`src/hdl/wgt_pkg.sv`:
```
/*
  Constants, register map and types for the windowed guard timer.
  Assumes one clock, the guard tick clock, and a synchronous active-low reset.
*/
// Overview of operation
// - Chip reset is requested when the timer expires without a valid reload and reset enable is set; otherwise the time-out flag is set.
// - In window mode a reload counts only between programmed minimum and maximum times.
// - Optional warning interrupt when the timer reaches a programmed value.
// - Enable is set-only; cleared only by hardware or watchdog reset, or by software once a time-out or bad-feed flag is set.
// - A wrong feed sequence acts at once like a time-out: reset or interrupt.
// - A flag records that the watchdog caused the last reset.
// - The time-out counter is a 24-bit down-timer fed by the prescaled tick.
// - Prescaler divides by 4; time-out is 256 to 2^24 prescaled ticks.
// - All logic runs on the dedicated guard tick clock only.
`default_nettype none
package wgt_pkg;
  localparam int          ADDR_W      = 5;
  localparam int          CNT_W       = 24;
  localparam int          PRESC_DIV   = 4;
  // Register byte offsets
  localparam logic [4:0]  ADDR_MODE   = 5'h00;
  localparam logic [4:0]  ADDR_RELOAD = 5'h04;
  localparam logic [4:0]  ADDR_FEED   = 5'h08;
  localparam logic [4:0]  ADDR_COUNT  = 5'h0c;
  localparam logic [4:0]  ADDR_WARN   = 5'h10;
  localparam logic [4:0]  ADDR_WINDOW = 5'h14;
  localparam logic [4:0]  ADDR_STAT   = 5'h18;
  localparam logic [4:0]  ADDR_MASK   = 5'h1c;
  // Mode register fields
  localparam int          MODE_EN     = 0;
  localparam int          MODE_RSTEN  = 1;
  localparam int          MODE_FLAG   = 2;
  // Status and mask fields
  localparam int          STAT_W      = 3;
  localparam int          STAT_WARN   = 0;
  localparam int          STAT_TOUT   = 1;
  localparam int          STAT_BADF   = 2;
  // Reset values and limits
  localparam logic [23:0] RELOAD_RST  = 24'hffffff;
  localparam logic [23:0] RELOAD_MIN  = 24'h0000ff;
  localparam logic [23:0] WINDOW_RST  = 24'hffffff;
  localparam logic [23:0] WARN_RST    = 24'h000000;
  localparam logic [2:0]  MASK_RST    = 3'h0;
  // Feed keys
  localparam logic [7:0]  FEED_KEY_A  = 8'haa;
  localparam logic [7:0]  FEED_KEY_B  = 8'h55;

  typedef enum logic [0:0] {
    WGT_FD_IDLE = 1'b0,
    WGT_FD_KEY  = 1'b1
  } wgt_feed_type;
endpackage
`default_nettype wire

```
`src/hdl/wgt_prescaler.sv`:
```
/*
  Fixed divider giving one-cycle tick enables for the guard timer.
  Assumes the enable input is synchronous to clk_i.
*/
`timescale 1ns/100ps
`default_nettype none
module wgt_prescaler
  import wgt_pkg::*;
#(
  parameter int DIV = PRESC_DIV
) (
  input  wire logic clk_i,
  input  wire logic rstn_i,
  input  wire logic en_i,
  output logic      tick_o
);
  localparam int CW = (DIV > 1) ? $clog2(DIV) : 1;

  logic [CW-1:0] div_r;
  logic [CW-1:0] div_nxt;
  logic          tick_nxt;

  // Divider restarts on enable so the first tick lands a full period later
  always_comb begin
    div_nxt  = '0;
    tick_nxt = 1'b0;
    if (en_i) begin
      if (div_r == CW'(DIV - 1)) begin
        tick_nxt = 1'b1;
      end else begin
        div_nxt = div_r + CW'(1);
      end
    end
  end

  always_ff @(posedge clk_i) begin
    if (!rstn_i) begin
      div_r  <= '0;
      tick_o <= 1'b0;
    end else begin
      div_r  <= div_nxt;
      tick_o <= tick_nxt;
    end
  end
endmodule
`default_nettype wire

```
`src/hdl/wgt_guard_timer.sv`:
```
/*
  Windowed guard timer: 24-bit down-counter, window check, warning,
  keyed feed, reset request and interrupt, plain register port.
  Assumes clk_i is the dedicated guard tick clock and bus strobes are one cycle.
*/
`timescale 1ns/100ps
`default_nettype none
module wgt_guard_timer
  import wgt_pkg::*;
(
  input  wire logic              clk_i,
  input  wire logic              rstn_i,
  input  wire logic [ADDR_W-1:0] addr_i,
  input  wire logic [31:0]       wdata_i,
  input  wire logic              wr_i,
  input  wire logic              rd_i,
  output logic      [31:0]       rdata_o,
  output logic                   irq_o,
  output logic                   chip_rst_o
);
  logic              en_r, en_nxt;
  logic              rsten_r, rsten_nxt;
  logic              flag_r, flag_nxt;
  logic [CNT_W-1:0]  reload_r, reload_nxt;
  logic [CNT_W-1:0]  cnt_r, cnt_nxt;
  logic [CNT_W-1:0]  warn_r, warn_nxt;
  logic [CNT_W-1:0]  win_r, win_nxt;
  logic [STAT_W-1:0] stat_r, stat_nxt;
  logic [STAT_W-1:0] mask_r, mask_nxt;
  wgt_feed_type      fd_r, fd_nxt;
  logic [31:0]       rdata_nxt;
  logic              irq_nxt;
  logic              rst_nxt;
  logic              tick;
  logic              key_ok;
  logic              key_bad;
  logic              early;
  logic              feed_good;
  logic              tout;
  logic              bad_feed;
  logic              warn_hit;
  logic              fault;
  logic              kill_ok;

  wgt_prescaler #(
    .DIV (PRESC_DIV)
  ) u_presc (
    .clk_i  (clk_i),
    .rstn_i (rstn_i),
    .en_i   (en_r),
    .tick_o (tick)
  );

  // Feed sequencer
  always_comb begin
    fd_nxt  = fd_r;
    key_ok  = 1'b0;
    key_bad = 1'b0;
    if (wr_i) begin
      if (fd_r == WGT_FD_KEY) begin
        fd_nxt = WGT_FD_IDLE;
        // Any write between the two keys breaks the sequence
        if (addr_i == ADDR_FEED && wdata_i[7:0] == FEED_KEY_B) begin
          key_ok = 1'b1;
        end else begin
          key_bad = 1'b1;
        end
      end else if (addr_i == ADDR_FEED) begin
        if (wdata_i[7:0] == FEED_KEY_A) begin
          fd_nxt = WGT_FD_KEY;
        end else begin
          key_bad = 1'b1;
        end
      end
    end
  end

  // Event decode
  always_comb begin
    early     = key_ok && (cnt_r > win_r);
    feed_good = key_ok && !early;
    tout      = en_r && tick && (cnt_r == '0);
    bad_feed  = en_r && (key_bad || early);
    warn_hit  = en_r && tick && (cnt_r == warn_r) && (cnt_r != '0);
    fault     = tout || bad_feed;
    kill_ok   = stat_r[STAT_TOUT] || stat_r[STAT_BADF];
  end

  // Registers, counter and events; events override software clears
  always_comb begin
    en_nxt     = en_r;
    rsten_nxt  = rsten_r;
    flag_nxt   = flag_r;
    reload_nxt = reload_r;
    warn_nxt   = warn_r;
    win_nxt    = win_r;
    mask_nxt   = mask_r;
    stat_nxt   = stat_r;
    rst_nxt    = 1'b0;
    if (wr_i) begin
      case (addr_i)
        ADDR_MODE: begin
          if (wdata_i[MODE_EN]) begin
            en_nxt = 1'b1;
          end else if (kill_ok) begin
            en_nxt = 1'b0;
          end
          rsten_nxt = rsten_r | wdata_i[MODE_RSTEN];
          if (wdata_i[MODE_FLAG]) begin
            flag_nxt = 1'b0;
          end
        end
        ADDR_RELOAD: begin
          // Shortest period is 256 prescaled ticks
          if (wdata_i[CNT_W-1:0] < RELOAD_MIN) begin
            reload_nxt = RELOAD_MIN;
          end else begin
            reload_nxt = wdata_i[CNT_W-1:0];
          end
        end
        ADDR_WARN:   warn_nxt = wdata_i[CNT_W-1:0];
        ADDR_WINDOW: win_nxt  = wdata_i[CNT_W-1:0];
        ADDR_STAT:   stat_nxt = stat_r & ~wdata_i[STAT_W-1:0];
        ADDR_MASK:   mask_nxt = wdata_i[STAT_W-1:0];
        default: begin
        end
      endcase
    end
    if (!en_r || feed_good || fault) begin
      cnt_nxt = reload_r;
    end else if (tick) begin
      cnt_nxt = cnt_r - CNT_W'(1);
    end else begin
      cnt_nxt = cnt_r;
    end
    if (warn_hit) begin
      stat_nxt[STAT_WARN] = 1'b1;
    end
    if (fault) begin
      if (rsten_r) begin
        // Watchdog reset returns the block to its disabled state
        rst_nxt   = 1'b1;
        flag_nxt  = 1'b1;
        en_nxt    = 1'b0;
        rsten_nxt = 1'b0;
      end else begin
        stat_nxt[STAT_TOUT] = stat_nxt[STAT_TOUT] | tout;
        stat_nxt[STAT_BADF] = stat_nxt[STAT_BADF] | bad_feed;
      end
    end
    irq_nxt = |(stat_nxt & mask_nxt);
  end

  // Read port
  always_comb begin
    rdata_nxt = '0;
    if (rd_i) begin
      case (addr_i)
        ADDR_MODE:   rdata_nxt = {29'h0, flag_r, rsten_r, en_r};
        ADDR_RELOAD: rdata_nxt = {8'h0, reload_r};
        ADDR_COUNT:  rdata_nxt = {8'h0, cnt_r};
        ADDR_WARN:   rdata_nxt = {8'h0, warn_r};
        ADDR_WINDOW: rdata_nxt = {8'h0, win_r};
        ADDR_STAT:   rdata_nxt = {29'h0, stat_r};
        ADDR_MASK:   rdata_nxt = {29'h0, mask_r};
        default:     rdata_nxt = '0;
      endcase
    end
  end

  // Single clock domain: the guard tick clock
  always_ff @(posedge clk_i) begin
    if (!rstn_i) begin
      en_r       <= 1'b0;
      rsten_r    <= 1'b0;
      flag_r     <= 1'b0;
      reload_r   <= RELOAD_RST;
      cnt_r      <= RELOAD_RST;
      warn_r     <= WARN_RST;
      win_r      <= WINDOW_RST;
      stat_r     <= '0;
      mask_r     <= MASK_RST;
      fd_r       <= WGT_FD_IDLE;
      rdata_o    <= '0;
      irq_o      <= 1'b0;
      chip_rst_o <= 1'b0;
    end else begin
      en_r       <= en_nxt;
      rsten_r    <= rsten_nxt;
      flag_r     <= flag_nxt;
      reload_r   <= reload_nxt;
      cnt_r      <= cnt_nxt;
      warn_r     <= warn_nxt;
      win_r      <= win_nxt;
      stat_r     <= stat_nxt;
      mask_r     <= mask_nxt;
      fd_r       <= fd_nxt;
      rdata_o    <= rdata_nxt;
      irq_o      <= irq_nxt;
      chip_rst_o <= rst_nxt;
    end
  end
endmodule
`default_nettype wire

```
`config.mk`:
```
export PLATFORM = sky130hd
export DESIGN_NAME = wgt_guard_timer
export DESIGN_NICKNAME = d
export VERILOG_FILES = /design/src/hdl/wgt_pkg.sv /design/src/hdl/wgt_prescaler.sv /design/src/hdl/wgt_guard_timer.sv
export SDC_FILE = /design/constraint.sdc
export NUM_CORES = 1
export LEC_CHECK = 0
export CAP_MARGIN = 40
export CORE_MARGIN = 2
export CORE_UTILIZATION = 50
export CTS_BUF_LIST = sky130_fd_sc_hd__clkbuf_2 sky130_fd_sc_hd__clkbuf_4 sky130_fd_sc_hd__clkbuf_8
export DETAILED_ROUTE_END_ITERATION = 10
export DONT_BUFFER_PORTS = 1
export SKIP_CTS_REPAIR_TIMING = 1
export SYNTH_ARGS = -nofsm -noshare
export SYNTH_HDL_FRONTEND = slang
export SYNTH_SLANG_ARGS = --single-unit
export TNS_END_PERCENT = 5
```
`constraint.sdc`:
```
create_clock -name clk_i -period 3.15 [get_ports clk_i]
set_input_delay 0.4725 -clock clk_i [delete_from_list [all_inputs] [get_ports clk_i]]
set_output_delay 0.4725 -clock clk_i [all_outputs]
set_load 0.01 [all_outputs]
```
After elaboration in Yosys (flattened, before gate mapping)
Index checks and enable logic that the tools add are counted.

operators by class
  bitwise logic cells = 8
  $add $sub $neg = 2
  muxes and demuxes = 39
  $lt $le $gt $ge = 2
  equality and inequality tests = 11
  reductions and logical operators = 27

operators by type and width
  operator                 number
  $pmux W24 S7             1
  $mux W24                 3
  $mux W1                  29
  $eq A24 B24 Y1           1
  $gt A24 B24 Y1           1
  $logic_not A24 Y1        1
  $lt A24 B8 Y1 const B    1
  $reduce_bool A24 Y1      1
  $sub A24 B1 Y24 const B  1
  $eq A5 B5 Y1 const B     4
  $mux W3                  4
  $reduce_and A2 Y1        6
  $eq A5 B4 Y1 const B     2
  $eq A8 B7 Y1 const B     1
  $eq A8 B8 Y1 const B     1
  $logic_and A1 B1 Y1      8
  $and A3 B3 Y3            2
  $reduce_or A3 Y1         2
  $eq A5 B3 Y1 const B     1
  $logic_not A5 Y1         1
  $logic_or A1 B1 Y1       5
  $mux W2                  2
  $not A3 Y3               1
  $or A1 B1 Y1             3
  5 further kinds          7

word-level totals
  input bits = 41
  word-level logic and storage cells = 104
  bits in registers = 143

Depth between registers and ports, before layout
  word-level depth = 13
  depth in mapped cells = 9

Hierarchy
A second synthesis with hierarchy kept.

unflattened totals
  cells, all modules = 768
  area total of the unflattened synthesis = 6819.0 um^2

by module, submodules not included
  module           area an instance (um^2)  cells an instance  instances  seq. area each (um^2)
  wgt_guard_timer  6716.4                   761                1          2642.5
  wgt_prescaler    102.6                    7                  1          60.1

Least setup slack after synthesis
OpenSTA, ideal clock, no wires.

  kind = register -> register
  start = register cnt_r[2]
  end = register cnt_r[6]
  library setup time = 0.146 ns
  cell stages (with the launch flop) = 10
  setup slack = 0.920 ns
  arrival time = 2.085 ns
  path buffers = 3
  cell sequence = dfxtp_1 -> buf_6 -> or4_4 -> buf_6 -> nor3_4 -> and4_4 -> a21oi_2 -> buf_2 -> a211oi_1 -> a41oi_1

on the way
  longest elaborated chain between the ends = 7
  elaborated cells on any way between the ends = 15

RTL lines
  item                                                           line                                           text
  start, declared                                                wgt_guard_timer.sv:25                          logic [CNT_W-1:0] cnt_r, cnt_nxt;
  start signal, assigned                                         wgt_guard_timer.sv:192                         cnt_r <= cnt_nxt;
  $gt A24 B24 Y1                                                 wgt_guard_timer.sv:80                          early = key_ok && (cnt_r > win_r);
  $logic_and A1 B1 Y1                                            wgt_guard_timer.sv:80
  $logic_not A1 Y1 / $logic_or A1 B1 Y1 (equally long branches)  wgt_guard_timer.sv:81, wgt_guard_timer.sv:83
  $logic_and A1 B1 Y1, on equally long branches                  wgt_guard_timer.sv:81, wgt_guard_timer.sv:83
  $logic_or A1 B1 Y1, on equally long branches                   wgt_guard_timer.sv:129, wgt_guard_timer.sv:85
  $logic_or A1 B1 Y1                                             wgt_guard_timer.sv:129                         if (!en_r || feed_good || fault) begin
  $mux W24 / $reduce_bool A2 Y1 (equally long branches)          n/a

Several ways; a longest one is shown, not always the timed one. The select of a mux whose other input is x is not followed.
A chain may end at the register's enable or synchronous reset.

Worst setup path after layout
  start = register cnt_r[15]
  end = register cnt_r[22]

The elaborated chain is that of the path after synthesis.

==> metrics.md <==
| Metric | Value |
|---|---|
| Cell area after synthesis | `about 0.0068 mm²` |
| Max H-tree Level | `4` |
| Kind of end point of the critical path | `register` |
| Setup Crit Path Kind | `reg -> reg` |
| Main combinational cell family by area after synthesis | `compound AO/OA/AOI/OAI gates` |
| Slowest cell on the critical path | `or4_1` |
| EDFF count, synth | `0` |
| Post-Synth Simple-Gate Area | `about 17%` |
| Worst Tran Pin Value | `about 0.7 ns` |
| Setup_tns | `0 ns` |
| Skew-Pair Late Insertion Delay | `approximately 0.47 ns` |
| CP required | `about 3.5 ns` |
| Final core utilization | `a little over half` |
| Die area | `between 0.01 and 0.015 mm²` |
| Die width | `around 120 µm` |
| Final hold violation count | `0` |
| Slowest stage delay, CP | `0.67 ns` |
| Routed wl met3 | `between 1500 and 2000 µm` |
| Initial Util | `roughly half` |
| WL met1 | `8930 µm` |
| Total Power | `~3.2 mW` |
| Pwr Density | `between 400 and 500 mW/mm²` |
| Cell taking the most area after synthesis | `dfxtp_1` |
| Pre-antenna DRT Iters | `5` |
| Synth top cells by count | `135 x dfxtp_1, 84 x nand2_1, 50 x a22oi_1` |
| Max_cap viols | `0` |
| Antenna violations before repair | `0` |
| Max-slew headroom | `53.7%` |
| Avg Synthesized Cell Area | `8.92 µm²` |
| Port Buffers | `0` |
| Crit. path cell count | `7` |
| Post-synth top area share | `around two fifths` |
| Min-delay worst type | `in -> reg` |
| Cell count after synthesis | `762` |
| Largest net degree at the start of global routing | `86` |
| Unrepaired setup endpoints after global routing | `no` |
| Remaining antenna violation count | `0` |
| Crit-path max FO | `just over 50` |
| Ports | `75` |
| Startpoint Class | `register` |
| Register area | `0.00270 mm²` |
| GR Overflow Total | `0` |
| CTS Root Cell | `clkbuf_8` |
| Period minus WS final | `2.57 ns` |
| Routed vias/inst | `6.36` |
| Core ar. | `0.0132 mm²` |
| Clock power share | `between 40% and 50%` |
| Post-synth cell types | `68` |
| ANT cells | `0` |
| Logic pwr share | `4.4%` |
| Post-Synth Adder-Cell Area | `approximately 4.8%` |
| Met2 Routed Length | `just over 9000 µm` |
| Gpl congestion | `approximately 0.88` |
| Clk sink count | `about 140` |
| Clk slew on worst S/H paths | `0.08 ns` |
| P_sw | `0.834 mW` |
| Final setup viols | `0` |
| #FFs+latches synth | `about 140` |
| Final WL | `between 20000 and 25000 µm` |
| Static Leak | `2.84 nW` |
| Die span in y | `roughly 120 µm` |
| Mux contribution to synthesized area | `under 10%` |
| Seq/Total Area, Yosys | `between 30% and 40%` |
| Peak Freq | `around 400 MHz` |
| Area grow syn2layout | `6.57%` |
| Flop pwr share | `between 50% and 60%` |
| CTS tree | `built` |
| Synth Warn # | `0` |
| Hold path cells | `2` |
| Detailed-route DRC error count | `0` |
| Share of cells above drive strength 1 | `under 10%` |
| Most frequent cell after synthesis | `dfxtp_1` |
| Clock Skew | `0.0135 ns` |
| Total CTS buffers | `17` |
| WHS | `0.123 ns` |
| Longest Clk Path Bufs | `2` |
| Max VDD drop | `0.355 mV` |
| Rows | `42` |
| Vias in the first global route | `approximately 5700` |
| Post-synthesis xor/xnor area fraction | `slightly above 6%` |
| Int Pwr | `approximately 2.3 mW` |
| Crit-path cells | `or4_1, nor3_1, and4_4, a21oi_4, buf_12, a211oi_1, a41oi_1` |
| Kind of cell adding the most delay to the critical path | `simple AND/OR/NAND/NOR gates` |
| Initial DRC Count | `540` |
| Area of the multi-input gates | `0.00372 mm²` |
| Status | `complete, no violations` |
| Asr flop ratio synth | `0%` |
| Hpwl dp | `12900 µm` |
| Sw frac | `approximately a quarter` |
| Buf+Inv Stages, Crit Path | `1` |
| Post-synthesis compound-gate area fraction | `21.5%` |
| Fin crit share | `between 80% and 90%` |
| Final max-slew violation count | `0` |
| Reg2reg path depth | `7` |
| Total GRT Usage | `between 20% and 30%` |
| Drt wl/cell | `between 20 and 25 µm` |
| Prevailing post-synth register cell | `dfxtp_1` |
| Top sig layer | `met4` |
| Final #Nets | `approximately 800` |
| Global-route wire length before repair | `32100 µm` |
| Worst EP arrival | `around 2.9 ns` |
| Synth area leaders | `dfxtp_1 40%, a22oi_1 5.5%, ha_1 4.8%` |
| FILL cells | `1274` |
| Vias | `between 5000 and 6000` |
kinds of logic after synthesis:
group / after synthesis
muxes: 29
adders and majority gates: 26
and+or+nand+nor: 231
AOI/OAI and AO/OA: 199
other: 1
xor gates and xnor gates: 47
buffers and inverters: 94
DFF: 135
layer usage:
metal	up-vias	global-route usage, %
met5	-	0
met4	0	9.96
met3	36	6.79
met2	278	45.2
met1	2846	38.9
li1	2744	-
worst reg2reg max path, stage by stage (launching register included):
cell and delay, ns:
dfxtp_1 0.40, or4_1 0.67, nor3_1 0.34, and4_4 0.34, a21oi_4 0.05, buf_12 0.21
a211oi_1 0.33, a41oi_1 0.08
final cells by class:
class | instances | area share, %
inverter | 32 | 1.66
multi-input combinational | 540 | 51.4
timing repair buffer | 13 | 1.69
tap | 176 | 3.04
clock buffer | 18 | 3.42
sequential | 135 | 37.3
clock inverter | 14 | 1.47
flip-flops by register name (all words and copies together), names as in the netlist:
| signal | flops |
|---|---|
| chip_rst_o | 1 |
| cnt_r | 24 |
| en_r | 1 |
| fd_r | 1 |
| flag_r | 1 |
| irq_o | 1 |
| mask_r | 3 |
| rdata_o | 24 |
| reload_r | 24 |
| rsten_r | 1 |
| stat_r | 3 |
| u_presc.div_r | 2 |
| u_presc.tick_o | 1 |
| warn_r | 24 |
| win_r | 24 |
layout by cell type, fill, tap and decap left out, types with 7 or more instances in the layout:
| master | synthesis | layout |
|---|---|---|
| ha_1 | 26 | 26 |
| o211ai_1 | 25 | 25 |
| a21oi_1 | 31 | 31 |
| nor4_1 | 12 | 11 |
| nor3_1 | 15 | 13 |
| a41oi_1 | 22 | 22 |
| o21ai_0 | 7 | 7 |
| nor2_1 | 42 | 41 |
| conb_1 | 1 | 8 |
| buf_4 | 10 | 11 |
| inv_1 | 31 | 31 |
| mux2i_1 | 26 | 26 |
| a211oi_1 | 24 | 24 |
| dfxtp_1 | 135 | 135 |
| nand4_1 | 12 | 12 |
| clkinv_4 | 0 | 7 |
| a22oi_1 | 50 | 50 |
| nand2_1 | 84 | 84 |
| nand3_1 | 25 | 25 |
| xor2_1 | 21 | 21 |
| clkbuf_8 | 0 | 18 |
| o22ai_1 | 8 | 8 |
| xnor2_1 | 26 | 26 |
per-stage QoR:
step | setup slack (ns) | area, µm² | instances
after floorplan | 0.920 | 6820 | 769
after global placement | 0.652 | 6890 | 896
after detailed placement | 0.619 | 6890 | 896
after CTS | 0.608 | 7240 | 928
after global routing | 0.362 | 7240 | 928
final | 0.585 | 7240 | 928
path summary, 6_finish.rpt:
| check | startpoint | to | slack [ns] |
|---|---|---|---|
| min reg2reg | u_presc.div_r[0] | u_presc.div_r[0] | 0.43 |
| min | wdata_i[21] | reload_r[21] | 0.12 |
| max reg2reg | cnt_r[15] | cnt_r[22] | 0.58 |
| max | cnt_r[15] | cnt_r[22] | 0.58 |
power by group through the flow:
stage / Sequential, mW / Combinational [mW] / Clock [mW]
2_1_floorplan: 1.77 / 0.124 / 0
3_3_place_gp: 1.77 / 0.137 / 0
3_5_place_dp: 1.77 / 0.138 / 0
4_1_cts: 1.73 / 0.139 / 1.32
5_1_grt: 1.73 / 0.155 / 1.40
6_report: 1.73 / 0.141 / 1.30
Note: power is estimated with default switching activity, not from simulation.
